**config.mk**
```make
export PLATFORM = sky130hd
export DESIGN_NAME = barrel_shifter_datapath
export DESIGN_NICKNAME = d
export VERILOG_FILES = /design/src/shifter_pkg.sv /design/src/barrel_shifter_datapath.sv
export SDC_FILE = /design/constraint.sdc
export NUM_CORES = 1
export LEC_CHECK = 0
export BUFFER_PORTS_ARGS = -buffer_cell sky130_fd_sc_hd__buf_2
export CAP_MARGIN = 25
export CORE_ASPECT_RATIO = 1.25
export CORE_MARGIN = 2
export CORE_UTILIZATION = 35
export DETAILED_ROUTE_END_ITERATION = 7
export SLEW_MARGIN = 20
export SYNTH_ARGS = -nofsm -noshare
export SYNTH_HDL_FRONTEND = slang
export SYNTH_SLANG_ARGS = --single-unit
```
**constraint.sdc**
```tcl
create_clock -name ref_clk -period 4.4 [get_ports ref_clk]
set_input_delay 0.22 -clock ref_clk [delete_from_list [all_inputs] [get_ports ref_clk]]
set_output_delay 0.22 -clock ref_clk [all_outputs]
set_load 0.005 [all_outputs]
```
**src/shifter_pkg.sv**
```systemverilog
// Package holding constants and types of the barrel shifter datapath.
package shifter_pkg;

    localparam int DATA_W = 16;
    localparam int CODE_W = 8;
    localparam int BEXP_W = 5;
    localparam int BANK_BIT = 0;
    localparam logic [CODE_W-1:0] LO_OFFSET = 8'h10;
    localparam logic [15:0] RESET_WORD = 16'h0000;
    localparam logic [7:0] RESET_EXP = 8'h00;
    localparam logic [4:0] RESET_BEXP = 5'h00;

    typedef enum logic [1:0] {
        CODE_EXP = 2'h0,
        CODE_NEG = 2'h1,
        CODE_IMM = 2'h2
    } code_src_t;

    typedef enum logic [1:0] {
        EXT_SIGN = 2'h0,
        EXT_CARRY = 2'h1,
        EXT_ZERO = 2'h2
    } ext_src_t;

    typedef enum logic [2:0] {
        REG_INPUT = 3'h0,
        REG_RES_LOW = 3'h1,
        REG_RES_HIGH = 3'h2,
        REG_EXP = 3'h3,
        REG_BEXP = 3'h4
    } reg_sel_t;

    typedef struct packed {
        logic        shift_en;
        logic        use_result_bus;
        code_src_t   code_src;
        logic [7:0]  imm_code;
        logic        half_reference_select;
        ext_src_t    ext_src;
        logic        or_mode;
    } shift_op_t;

    typedef struct packed {
        logic        wr_en;
        logic        rd_en;
        reg_sel_t    wr_sel;
        reg_sel_t    rd_sel;
        logic [15:0] wr_data;
    } bus_req_t;

endpackage : shifter_pkg

```
**src/barrel_shifter_datapath.sv**
```systemverilog
// Barrel shifter datapath with banked input, result and exponent registers.
`timescale 1ns/100ps
`default_nettype none
module barrel_shifter_datapath #(
    parameter int DATA_W = shifter_pkg::DATA_W,
    parameter int CODE_W = shifter_pkg::CODE_W,
    parameter int BEXP_W = shifter_pkg::BEXP_W
) (
    input  wire logic                    ref_clk,
    input  wire logic                    rstn,
    input  wire shifter_pkg::shift_op_t  op,
    input  wire logic [15:0]             result_bus_in,
    input  wire logic                    alu_carry_flag,
    input  wire logic [15:0]             mode_status_reg,
    input  wire shifter_pkg::bus_req_t   dm_req,
    input  wire logic                    block_exp_load,
    input  wire logic [4:0]              block_exp_value,
    input  wire logic                    shift_exp_load,
    input  wire logic [7:0]              shift_exp_value,
    output logic [15:0]                  data_memory_bus_out,
    output logic [15:0]                  result_low_out,
    output logic [15:0]                  result_high_out,
    output logic [15:0]                  detector_operand
);

    ////////////////////////////////////////////////////////////////////////////
    logic [15:0] input_reg    [2];
    logic [15:0] res_low_reg  [2];
    logic [15:0] res_high_reg [2];
    logic [7:0]  exp_reg      [2];
    logic [4:0]  bexp_reg     [2];
    logic [15:0] input_next   [2];
    logic [15:0] res_low_next [2];
    logic [15:0] res_high_next[2];
    logic [7:0]  exp_next     [2];
    logic [4:0]  bexp_next    [2];
    logic [15:0] bus_out_next;
    logic [15:0] bus_out_reg;

    logic        bank;
    logic [15:0] operand;
    logic [7:0]  code;
    logic        ext_bit;
    logic [31:0] array_out;
    logic [31:0] merged;

    ////////////////////////////////////////////////////////////////////////////
    // The array, the merge and the register map are built for the documented widths only.
    if (DATA_W != shifter_pkg::DATA_W || CODE_W != shifter_pkg::CODE_W || BEXP_W != shifter_pkg::BEXP_W) begin : g_width_check
        $error("Unsupported shifter datapath widths.");
    end

    assign bank = mode_status_reg[shifter_pkg::BANK_BIT];
    assign operand = op.use_result_bus ? result_bus_in : input_reg[bank];
    assign detector_operand = operand;

    ////////////////////////////////////////////////////////////////////////////
    // Shifter array: the operand sits in a 64-bit frame, then the 32-bit window is picked.
    always_comb begin
        logic [63:0] frame;
        logic signed [8:0] amt;
        frame = 64'h0;
        amt = 9'sh000;
        unique case (op.code_src)
            shifter_pkg::CODE_EXP: code = exp_reg[bank];
            shifter_pkg::CODE_NEG: code = 8'(-exp_reg[bank]);
            default:               code = op.imm_code;
        endcase
        unique case (op.ext_src)
            shifter_pkg::EXT_SIGN:  ext_bit = operand[15];
            shifter_pkg::EXT_CARRY: ext_bit = alu_carry_flag;
            default:                ext_bit = 1'b0;
        endcase
        // A low-referenced code places the operand like a high-referenced code smaller by 16.
        amt = $signed({code[7], code});
        if (!op.half_reference_select) begin
            amt = amt - $signed({1'b0, shifter_pkg::LO_OFFSET});
        end
        // Operand initially at bits 31..16 of the output (high reference, code 0).
        if (amt >= 9'sh010) begin
            array_out = 32'h0;
        end else if (amt <= -9'sh020) begin
            array_out = {32{ext_bit}};
        end else begin
            frame = {{16{ext_bit}}, operand, 32'h0};
            frame = frame << 16;
            if (amt >= 0) begin
                frame = frame << amt[4:0];
            end else begin
                frame = (frame >> 6'(-amt)) | ~({64{1'b1}} >> 6'(-amt)) & {64{ext_bit}};
            end
            array_out = frame[63:32];
        end
        merged = op.or_mode ? (array_out | {res_high_reg[bank], res_low_reg[bank]}) : array_out;
    end

    ////////////////////////////////////////////////////////////////////////////
    // Register next values; only the visible bank changes.
    always_comb begin
        for (int b = 0; b < 2; b++) begin
            input_next[b]    = input_reg[b];
            res_low_next[b]  = res_low_reg[b];
            res_high_next[b] = res_high_reg[b];
            exp_next[b]      = exp_reg[b];
            bexp_next[b]     = bexp_reg[b];
        end
        if (op.shift_en) begin
            res_high_next[bank] = merged[31:16];
            res_low_next[bank]  = merged[15:0];
        end
        if (shift_exp_load) begin
            exp_next[bank] = shift_exp_value;
        end
        if (block_exp_load) begin
            bexp_next[bank] = block_exp_value;
        end
        if (dm_req.wr_en) begin
            unique case (dm_req.wr_sel)
                shifter_pkg::REG_INPUT:    input_next[bank]    = dm_req.wr_data;
                shifter_pkg::REG_RES_LOW:  res_low_next[bank]  = dm_req.wr_data;
                shifter_pkg::REG_RES_HIGH: res_high_next[bank] = dm_req.wr_data;
                shifter_pkg::REG_EXP:      exp_next[bank]      = dm_req.wr_data[7:0];
                shifter_pkg::REG_BEXP:     bexp_next[bank]     = dm_req.wr_data[4:0];
                default: ;
            endcase
        end
        bus_out_next = 16'h0000;
        if (dm_req.rd_en) begin
            unique case (dm_req.rd_sel)
                shifter_pkg::REG_INPUT:    bus_out_next = input_reg[bank];
                shifter_pkg::REG_RES_LOW:  bus_out_next = res_low_reg[bank];
                shifter_pkg::REG_RES_HIGH: bus_out_next = res_high_reg[bank];
                shifter_pkg::REG_EXP:      bus_out_next = {{8{exp_reg[bank][7]}}, exp_reg[bank]};
                shifter_pkg::REG_BEXP:     bus_out_next = {{11{bexp_reg[bank][4]}}, bexp_reg[bank]};
                default:                   bus_out_next = 16'h0000;
            endcase
        end
    end

    always_ff @(posedge ref_clk or negedge rstn) begin
        if (!rstn) begin
            for (int b = 0; b < 2; b++) begin
                input_reg[b]    <= shifter_pkg::RESET_WORD;
                res_low_reg[b]  <= shifter_pkg::RESET_WORD;
                res_high_reg[b] <= shifter_pkg::RESET_WORD;
                exp_reg[b]      <= shifter_pkg::RESET_EXP;
                bexp_reg[b]     <= shifter_pkg::RESET_BEXP;
            end
            bus_out_reg <= shifter_pkg::RESET_WORD;
        end else begin
            for (int b = 0; b < 2; b++) begin
                input_reg[b]    <= input_next[b];
                res_low_reg[b]  <= res_low_next[b];
                res_high_reg[b] <= res_high_next[b];
                exp_reg[b]      <= exp_next[b];
                bexp_reg[b]     <= bexp_next[b];
            end
            bus_out_reg <= bus_out_next;
        end
    end

    assign data_memory_bus_out = bus_out_reg;
    assign result_low_out  = res_low_reg[bank];
    assign result_high_out = res_high_reg[bank];
endmodule : barrel_shifter_datapath
`default_nettype wire

```
=== Word-level counts from Yosys, hierarchy flattened ===
Index checks and enable logic that the tools add are counted.

* Memories: 0
* Output and inout bits: 64
* Bits of input ports: 90
* Memory bits (read-only): 0
* Bits in writable memories: 0
* Register bits: 138
* Logic and storage cells: 95
* Bits in latches: 0

* Shift-type cells: 3
* Order comparisons: 5
* Reductions and logical operators: 6
* Divide/modulo/power cells: 0
* Muxes and demuxes: 52
* Add/subtract/negate cells: 3
* $mul: 0
* Eq/ne operators: 10
* Bitwise gates (word level): 5

{| class="wikitable"
|+ Operator list
! kind !! number
|-
| 32-bit two-way mux || 9
|-
| 16-bit two-way mux || 15
|-
| 32-bit bitwise mux || 5
|-
| 16-bit one-hot mux with 5 select lines || 1
|-
| 64-bit AND || 1
|-
| 64-bit two-way mux || 1
|-
| 64-bit inverter || 1
|-
| 64-bit OR || 1
|-
| 64-bit by 5-bit << shifter with 64-bit output || 1
|-
| 64-bit by 6-bit right shift with 64-bit output || 1
|-
| 64-bit by 6-bit right shift with 64-bit output, first input constant || 1
|-
| 16-bit bitwise mux || 2
|-
| 8-bit two-way mux || 4
|-
| 32-bit OR || 1
|-
| 10-bit two-way mux || 3
|-
| 10-bit bitwise mux || 2
|-
| 5-bit two-way mux || 4
|-
| 16-bit demux with 1-bit select || 1
|-
| 8-bit one-hot mux with 2 select lines || 1
|-
| 3-bit by 2-bit equality test with 1-bit output, second input constant || 4
|-
| 9-bit by 1-bit >= comparator with 1-bit output, second input constant || 1
|-
| 9-bit by 6-bit >= comparator with 1-bit output, second input constant || 1
|-
| 9-bit by 6-bit less-or-equal comparator with 1-bit output, second input constant || 1
|-
| 9-bit two-way mux || 1
|-
| other kinds (16) || 21
|}

=== Longest topological paths before layout ===
Gate-level depths: netlist of the first run.

* Word-level depth: 23
* Depth in mapped cells: 22
* Depth with buffers taken out: 17

=== Worst setup path after synthesis of the first run ===
OpenSTA, ideal clock, no wires.

* Path kind: input-to-reg
* Start point: input port mode_status_reg[0]
* End point: register res_low_reg[19] in the netlist's numbering
* Cell stages on the path: 22
* Library setup time: 137 ps
* Arrival: 4317 ps
* Path buffers: 7
* Slack: -55 ps
* Data required time: 4263 ps
* Cells stage by stage: buf_6 -> buf_6 -> mux2_2 -> inv_1 -> ha_1 -> o221a_2 -> inv_2 -> buf_2 -> buf_2 -> ha_1 -> inv_1 -> ha_1 -> buf_1 -> clkbuf_1 -> clkbuf_1 -> nand2_1 -> a22oi_1 -> a21oi_1 -> clkinv_1 -> o22ai_1 -> a211oi_1 -> a31oi_1

{| class="wikitable"
|+ RTL lines
! what !! RTL line !! text
|-
| start, declared || barrel_shifter_datapath.sv:14 || <nowiki>input wire logic [15:0] mode_status_reg,</nowiki>
|-
| end signal, assigned by index || barrel_shifter_datapath.sv:144 || <nowiki>res_low_reg[b] <= shifter_pkg::RESET_WORD;</nowiki>
|-
| end signal, assigned by index || barrel_shifter_datapath.sv:153 || <nowiki>res_low_reg[b] <= res_low_next[b];</nowiki>
|-
| end, declared || barrel_shifter_datapath.sv:28 || <nowiki>logic [15:0] res_low_reg [2];</nowiki>
|}

==> impl_metrics.json, run 1 <==
{
  "grt_max_degree": 105,
  "clk-insertion-delay-late_ns": 0.43,
  "timing.final.crit_share_pct": 94.4,
  "synth_edf_count": 0,
  "cts_tree": "done",
  "grt_pass1_wl_mm": 62.5,
  "clockBufferDepth": 2,
  "outcome": "completed",
  "yosysWarningCount": 0,
  "fin_tns_setup_ns": 0,
  "antenna_found_initial": 0,
  "globalplace.congestion": 0.965,
  "hp-class": "input port to flip-flop",
  "port_buffers": 138,
  "ant_nets": 0,
  "finalHoldViolations": 0,
  "crit_required_ns": 4.75,
  "fin_crit_ns": 4.15,
  "worst_pin_slew_ns": 0.973,
  "layout-drive-gt1-share_pct": 26.9,
  "yosys.area.top_type_share_pct": 31.8,
  "synth_cell_types": 89,
  "cp_data_arrival_time_ns": 4.50,
  "rows": 72,
  "grt_pass1_vias": 10312,
  "fillers": 3064,
  "async_flop_share_pct": 100,
  "syn_avg_cell_area_sq_um": 8.57,
  "place_ws_ns": 0.135,
  "syn-instance-count": 1268,
  "ir_worst_vdd_v": 0.000194,
  "ys.flop_type": "dfrtp_1",
  "cts_made_buffers": 17,
  "ys_top_cells_by_count": "nand2_1 (171), dfrtp_1 (138), mux2i_1 (96), o21ai_0 (96), mux2_2 (93)",
  "setup_slack_ns": 0.246,
  "fin_skew_ns": 0.0110,
  "maxCapViolations": 0,
  "htree_levels": 4,
  "final_cell_count_no_fill": 1814,
  "yosysTopAreaCell": "dfrtp_1",
  "routed_wl_mm": 41.0,
  "syn_nets": 1364,
  "first_iter_violations": 1114,
  "yosysMostFrequentCell": "nand2_1",
  "synth_area_sq_um": 10900,
  "die_h_microns": 201,
  "dpl.hpwl_mm": 31.0,
  "areaGrowthSynthToFinish_pct": 17.7,
  "max_slew_margin_pct": 34.7,
  "p_per_area_nw_per_um2": 457,
  "ctsRootBufferMaster": "clkbuf_16",
  "maxSlewViolCount": 0,
  "ys_seq_area_share_pct": 31.8,
  "synth-seq-cells": 138,
  "clkSlewWorstSetupHoldPaths_ns": 0.06,
  "numClockSinks": 138,
  "dp.cells": 1778,
  "cp-end-kind": "flip-flop",
  "nets": 1490,
  "dieArea_sq_um": 32500,
  "ios": 154,
  "timing.hold.ws_ns": 0.0903,
  "crit_type": "flip-flop to flip-flop",
  "startpoint_type": "flip-flop",
  "viasPerCell": 5.93,
  "p_leak_nw": 5.56,
  "grt_usage_pct": 24.9,
  "chipWidth_microns": 162,
  "overflow": 0,
  "cp_max_fo": 7,
  "detail_route.first_pass.iterations": 7,
  "synth_area_leaders": "dfrtp_1 (32%), mux2_2 (9.6%), mux2i_1 (8.8%), nand2_1 (5.9%), o21ai_0 (4.4%)",
  "diodes": 0,
  "fmax_mhz": 241,
  "vias": 10750,
  "wl_per_cell_microns": 22.6,
  "drc": 0,
  "setup_viol": 0,
  "core_sq_um": 30700,
  "start_util_pct": 35.4
}
-- kinds of logic (layout without fill, tap and decap cells) --
kind of cell | Yosys count | in the layout | share of synthesized area [%]
buffers and inverters | 124 | 263 | 5.07
multiplexers | 209 | 209 | 22.1
AND/OR/NAND/NOR | 396 | 396 | 17.0
XOR/XNOR | 9 | 9 | 0.863
AO/OA/AOI/OAI | 386 | 386 | 22.5
flip-flops | 138 | 138 | 31.8
adder cells (fa/ha/maj) | 6 | 6 | 0.691
-- final timing paths --
kind | startpoint | end | slack, ns | cells after the start
max | exp_reg[0]$_DFF_PN0_ | res_low_reg[28]$_DFF_PN0_ | 0.25 | 17
max reg2reg | exp_reg[0]$_DFF_PN0_ | res_low_reg[28]$_DFF_PN0_ | 0.25 | 17
max in group asynchronous | rstn | input_reg[30]$_DFFE_PN0P_ | 2.99 | 4
min | dm_req[11] | res_low_reg[27]$_DFF_PN0_ | 0.09 | 3
min reg2reg | input_reg[6]$_DFFE_PN0P_ | input_reg[6]$_DFFE_PN0P_ | 0.50 | 1
min in group asynchronous | rstn | exp_reg[8]$_DFF_PN0_ | 0.23 | 2
-- placed cells by master, fill, tap and decap left out, types with 6 or more instances in the layout --
cell type	count
a211oi_1	12
o22ai_1	29
a22o_1	7
o211ai_1	11
inv_1	27
a22oi_1	7
and3_1	21
o2bb2ai_1	7
mux4_2	11
or3_1	8
nand4_1	7
nand2_1	170
o32ai_1	7
a211o_1	6
nand3_1	19
o31ai_1	6
clkbuf_16	17
buf_2	136
a31oi_1	14
a21oi_1	81
nand2b_1	9
nor2_1	85
and2_1	7
mux2i_1	96
nor3_1	23
ha_1	6
clkinvlp_4	6
a21o_1	8
o21ai_1	41
buf_4	58
o21ai_0	96
nor3b_1	6
mux2_2	93
nor2b_1	9
dfrtp_1	138
-- metrics by stage --
stage               area (sq um)  total power, mW  utilization [%]
floorplan                  10900             3.39                -
global placement           12100             4.35             39.5
detailed placement         12100             4.39             39.5
CTS                        12700             5.76             41.3
global route               12800             6.13             41.6
finish                     12800             5.85             41.6
-- where the power goes --
part,internal (mW),total (mW),switching [mW]
registers,1.56,1.72,0.161
logic,1.10,2.76,1.66
clock network,0.778,1.37,0.596
total,3.43,5.85,2.41
-- worst max-delay path, stage by stage (launching register included) --
cell	delay, ns
dfrtp_1	0.41
mux2_1	0.34
inv_1	0.08
ha_1	0.21
or4bb_1	0.53
a31oi_1	0.25
o31ai_1	0.13
inv_1	0.09
ha_1	0.12
nand2_1	0.05
o21a_1	0.13
a31oi_4	0.29
xor2_1	0.19
buf_4	0.19
nand3_1	0.22
o32ai_1	0.44
o21ai_1	0.19
a31oi_1	0.21
-- metal layers --
layer / vias up / GRT usage, % / part of all wire [%]
met2: 522 / 40.8 / 47
met1: 5237 / 33.0 / 41
met5: - / 0 / 0
met4: 0 / 9.73 / 3.6
met3: 79 / 3.97 / 8.0
li1: 4912 / - / -
-- layout make-up --
| type | count | area (sq um) | area share, % |
|---|---|---|---|
| tap | 407 | 509 | 3.98 |
| sequential | 138 | 3450 | 27.0 |
| clock buffer | 18 | 429 | 3.36 |
| clock inverter | 14 | 125 | 0.978 |
| multi-input combinational | 1006 | 6920 | 54.1 |
| inverter | 30 | 113 | 0.881 |
| timing repair buffer | 201 | 1240 | 9.67 |
-- timing repair --
item,in CTS,in global routing
setup endpoints to repair,0,58
buffers inserted,0,2
gates resized for setup,0,9
hold buffers,1,0
endpoints found under the hold margin,103,0
No activity file was read; power rests on OpenSTA's default activity.
==> inputs of run 2 (changes only) <==
==> constraint.sdc (replaced) <==
create_clock -name ref_clk -period 4.4 [get_ports ref_clk]
set_input_delay 0.66 -clock ref_clk [delete_from_list [all_inputs] [get_ports ref_clk]]
set_output_delay 0.66 -clock ref_clk [all_outputs]
set_load 0.005 [all_outputs]
==> run 2 against run 1 <==
- utilization up 2.3 points
- final area grew 5.5%
- via count is 2.9% higher
- critical path depth rose by 3
- register-to-register slack improved by 0.03 ns
- sequential share of layout area down 1.4 points
- die area did not move
- sequential power about the same
- cell count increased by 4.7%
- combinational power up 11%
- largest cell class unchanged
==> impl_metrics.json, run 2 (synthesis results as in run 1) <==
{
  "overflow": 0,
  "hp-class": "input port to asynchronous set/reset pin",
  "numClockSinks": 138,
  "dieArea_sq_um": 32500,
  "fin_crit_ns": 4.12,
  "p_leak_nw": 6.02,
  "vias": 11062,
  "clkPwrFrac_pct": 24.4,
  "cp_data_arrival_time_ns": 4.42,
  "globalplace.congestion": 0.981,
  "ios": 154,
  "final_cell_count_no_fill": 1899,
  "routed_wl_mm": 42.6,
  "core_sq_um": 30700,
  "p_sw_share_pct": 38.9,
  "htree_levels": 4,
  "worst_pin_slew_ns": 0.998,
  "cts_made_buffers": 17,
  "clockBufferDepth": 2,
  "power_frac_seq_pct": 27.3,
  "timing.final.crit_share_pct": 93.7,
  "p_sw_mw": 2.46,
  "dpl.hpwl_mm": 33.0,
  "p_comb_share_pct": 48.4,
  "p_total_mw": 6.32,
  "crit_type": "flip-flop to flip-flop",
  "grt_usage_pct": 25.8,
  "chipWidth_microns": 162,
  "fin_skew_ns": 0.0108,
  "ant_nets": 0,
  "clk-insertion-delay-late_ns": 0.44,
  "fin_tns_setup_ns": 0,
  "max_slew_margin_pct": 33.0,
  "final_common_cell": "nand2_1",
  "maxSlewViolCount": 0,
  "cts_tree": "done",
  "internal-power_mw": 3.86,
  "drc": 0,
  "layout_common_cells": "nand2_1 (171), buf_4 (144), dfrtp_1 (138)",
  "ctsRootBufferMaster": "clkbuf_16",
  "grt_pass1_vias": 10799,
  "outcome": "completed",
  "fmax_mhz": 242,
  "clkSlewWorstSetupHoldPaths_ns": 0.06,
  "rsz0062_at_grt": "no",
  "final_cell_area_sq_um": 13500,
  "startpoint_type": "flip-flop",
  "start_util_pct": 35.4,
  "layout-drive-gt1-share_pct": 31.2,
  "first_iter_violations": 1087,
  "die_h_microns": 201,
  "areaGrowthSynthToFinish_pct": 24.2,
  "p_per_area_nw_per_um2": 468,
  "maxCapViolations": 0,
  "viasPerCell": 5.83,
  "diodes": 0,
  "timing.hold.ws_ns": 0.210,
  "cp-end-kind": "flip-flop",
  "post_cts_buffers": 0,
  "grt_max_degree": 70,
  "rows": 72,
  "port_buffers": 138,
  "finalHoldViolations": 0,
  "wl_per_cell_microns": 22.4,
  "nets": 1576,
  "cp_max_fo": 12,
  "antenna_found_initial": 1,
  "dp.cells": 1868,
  "ir_worst_vdd_v": 0.000240,
  "dpl_cell_area_sq_um": 12800,
  "grt_pass1_wl_mm": 64.4,
  "crit_required_ns": 4.70,
  "detail_route.first_pass.iterations": 7,
  "setup_viol": 0
}
==> run 2: worst paths after layout <==
| path | startpoint | endpoint | slack [ns] | cells past startpoint |
|---|---|---|---|---|
| max | exp_reg[0]$_DFF_PN0_ | res_low_reg[29]$_DFF_PN0_ | 0.28 | 20 |
| min | rstn | exp_reg[8]$_DFF_PN0_ | 0.21 | 1 |
| max reg2reg | exp_reg[0]$_DFF_PN0_ | res_low_reg[29]$_DFF_PN0_ | 0.28 | 20 |
| min reg2reg | input_reg[29]$_DFFE_PN0P_ | input_reg[29]$_DFFE_PN0P_ | 0.50 | 1 |
| max in group asynchronous | rstn | data_memory_bus_out[4]$_DFF_PN0_ | 3.22 | 2 |
| min in group ref_clk | input_reg[29]$_DFFE_PN0P_ | input_reg[29]$_DFFE_PN0P_ | 0.50 | 1 |
==> run 2: critical path: stages, from the launching register on <==
cell      delay, ns
dfrtp_1        0.41
mux2_1         0.32
inv_1          0.08
ha_1           0.21
or4bb_1        0.54
a31oi_2        0.23
o31ai_1        0.12
inv_1          0.09
ha_1           0.12
nand2_1        0.05
o21a_1         0.13
a31oi_4        0.26
xnor2_1        0.17
a31oi_2        0.13
buf_12         0.19
nor2b_1        0.13
buf_4          0.15
buf_4          0.14
a22o_1         0.21
a21oi_1        0.17
o211ai_1       0.12
==> run 2: cell type report <==
class	instances	area (sq um)
repair buffers	287	1890
clock buffers	19	453
well taps	407	509
clock inverters	12	173
flip-flops and latches	138	3450
inverters	30	113
multi-input cells	1006	6900
fillers	3030	17200
==> run 2: stage by stage <==
stage               utilization, %  setup slack, ns
floorplan                        -           0.0466
detailed placement            41.8           -0.109
CTS                           43.9            0.258
global placement              41.8          -0.0865
finish                        43.9            0.276
global route                  43.9           0.0223
==> run 2: metal layers <==
layer  part of all wire, %  track usage [%]  wire length (microns)  vias to the layer above
met5                 0.028                0                     12                        -
met4                   3.8             10.5                   1630                        2
met3                   7.3             4.42                   3130                      105
met2                    48             43.2                  20200                      515
met1                    41             33.1                  17600                     5340
li1                      -                -                      -                     5100
==> run 2: what timing repair did <==
| item | 4_1_cts | 5_1_grt |
|---|---|---|
| endpoints found under the setup margin | 0 | 11 |
| resized for setup | 0 | 3 |
| hold buffers | 0 | 0 |
==> run 2: power by group through the flow <==
stage               clock, mW  sequential [mW]  combinational [mW]
detailed placement          0             1.73                2.98
global route             1.60             1.75                3.27
finish                   1.54             1.72                3.06
CTS                      1.55             1.71                3.00
floorplan                   0             1.68                1.72
global placement            0             1.72                2.96
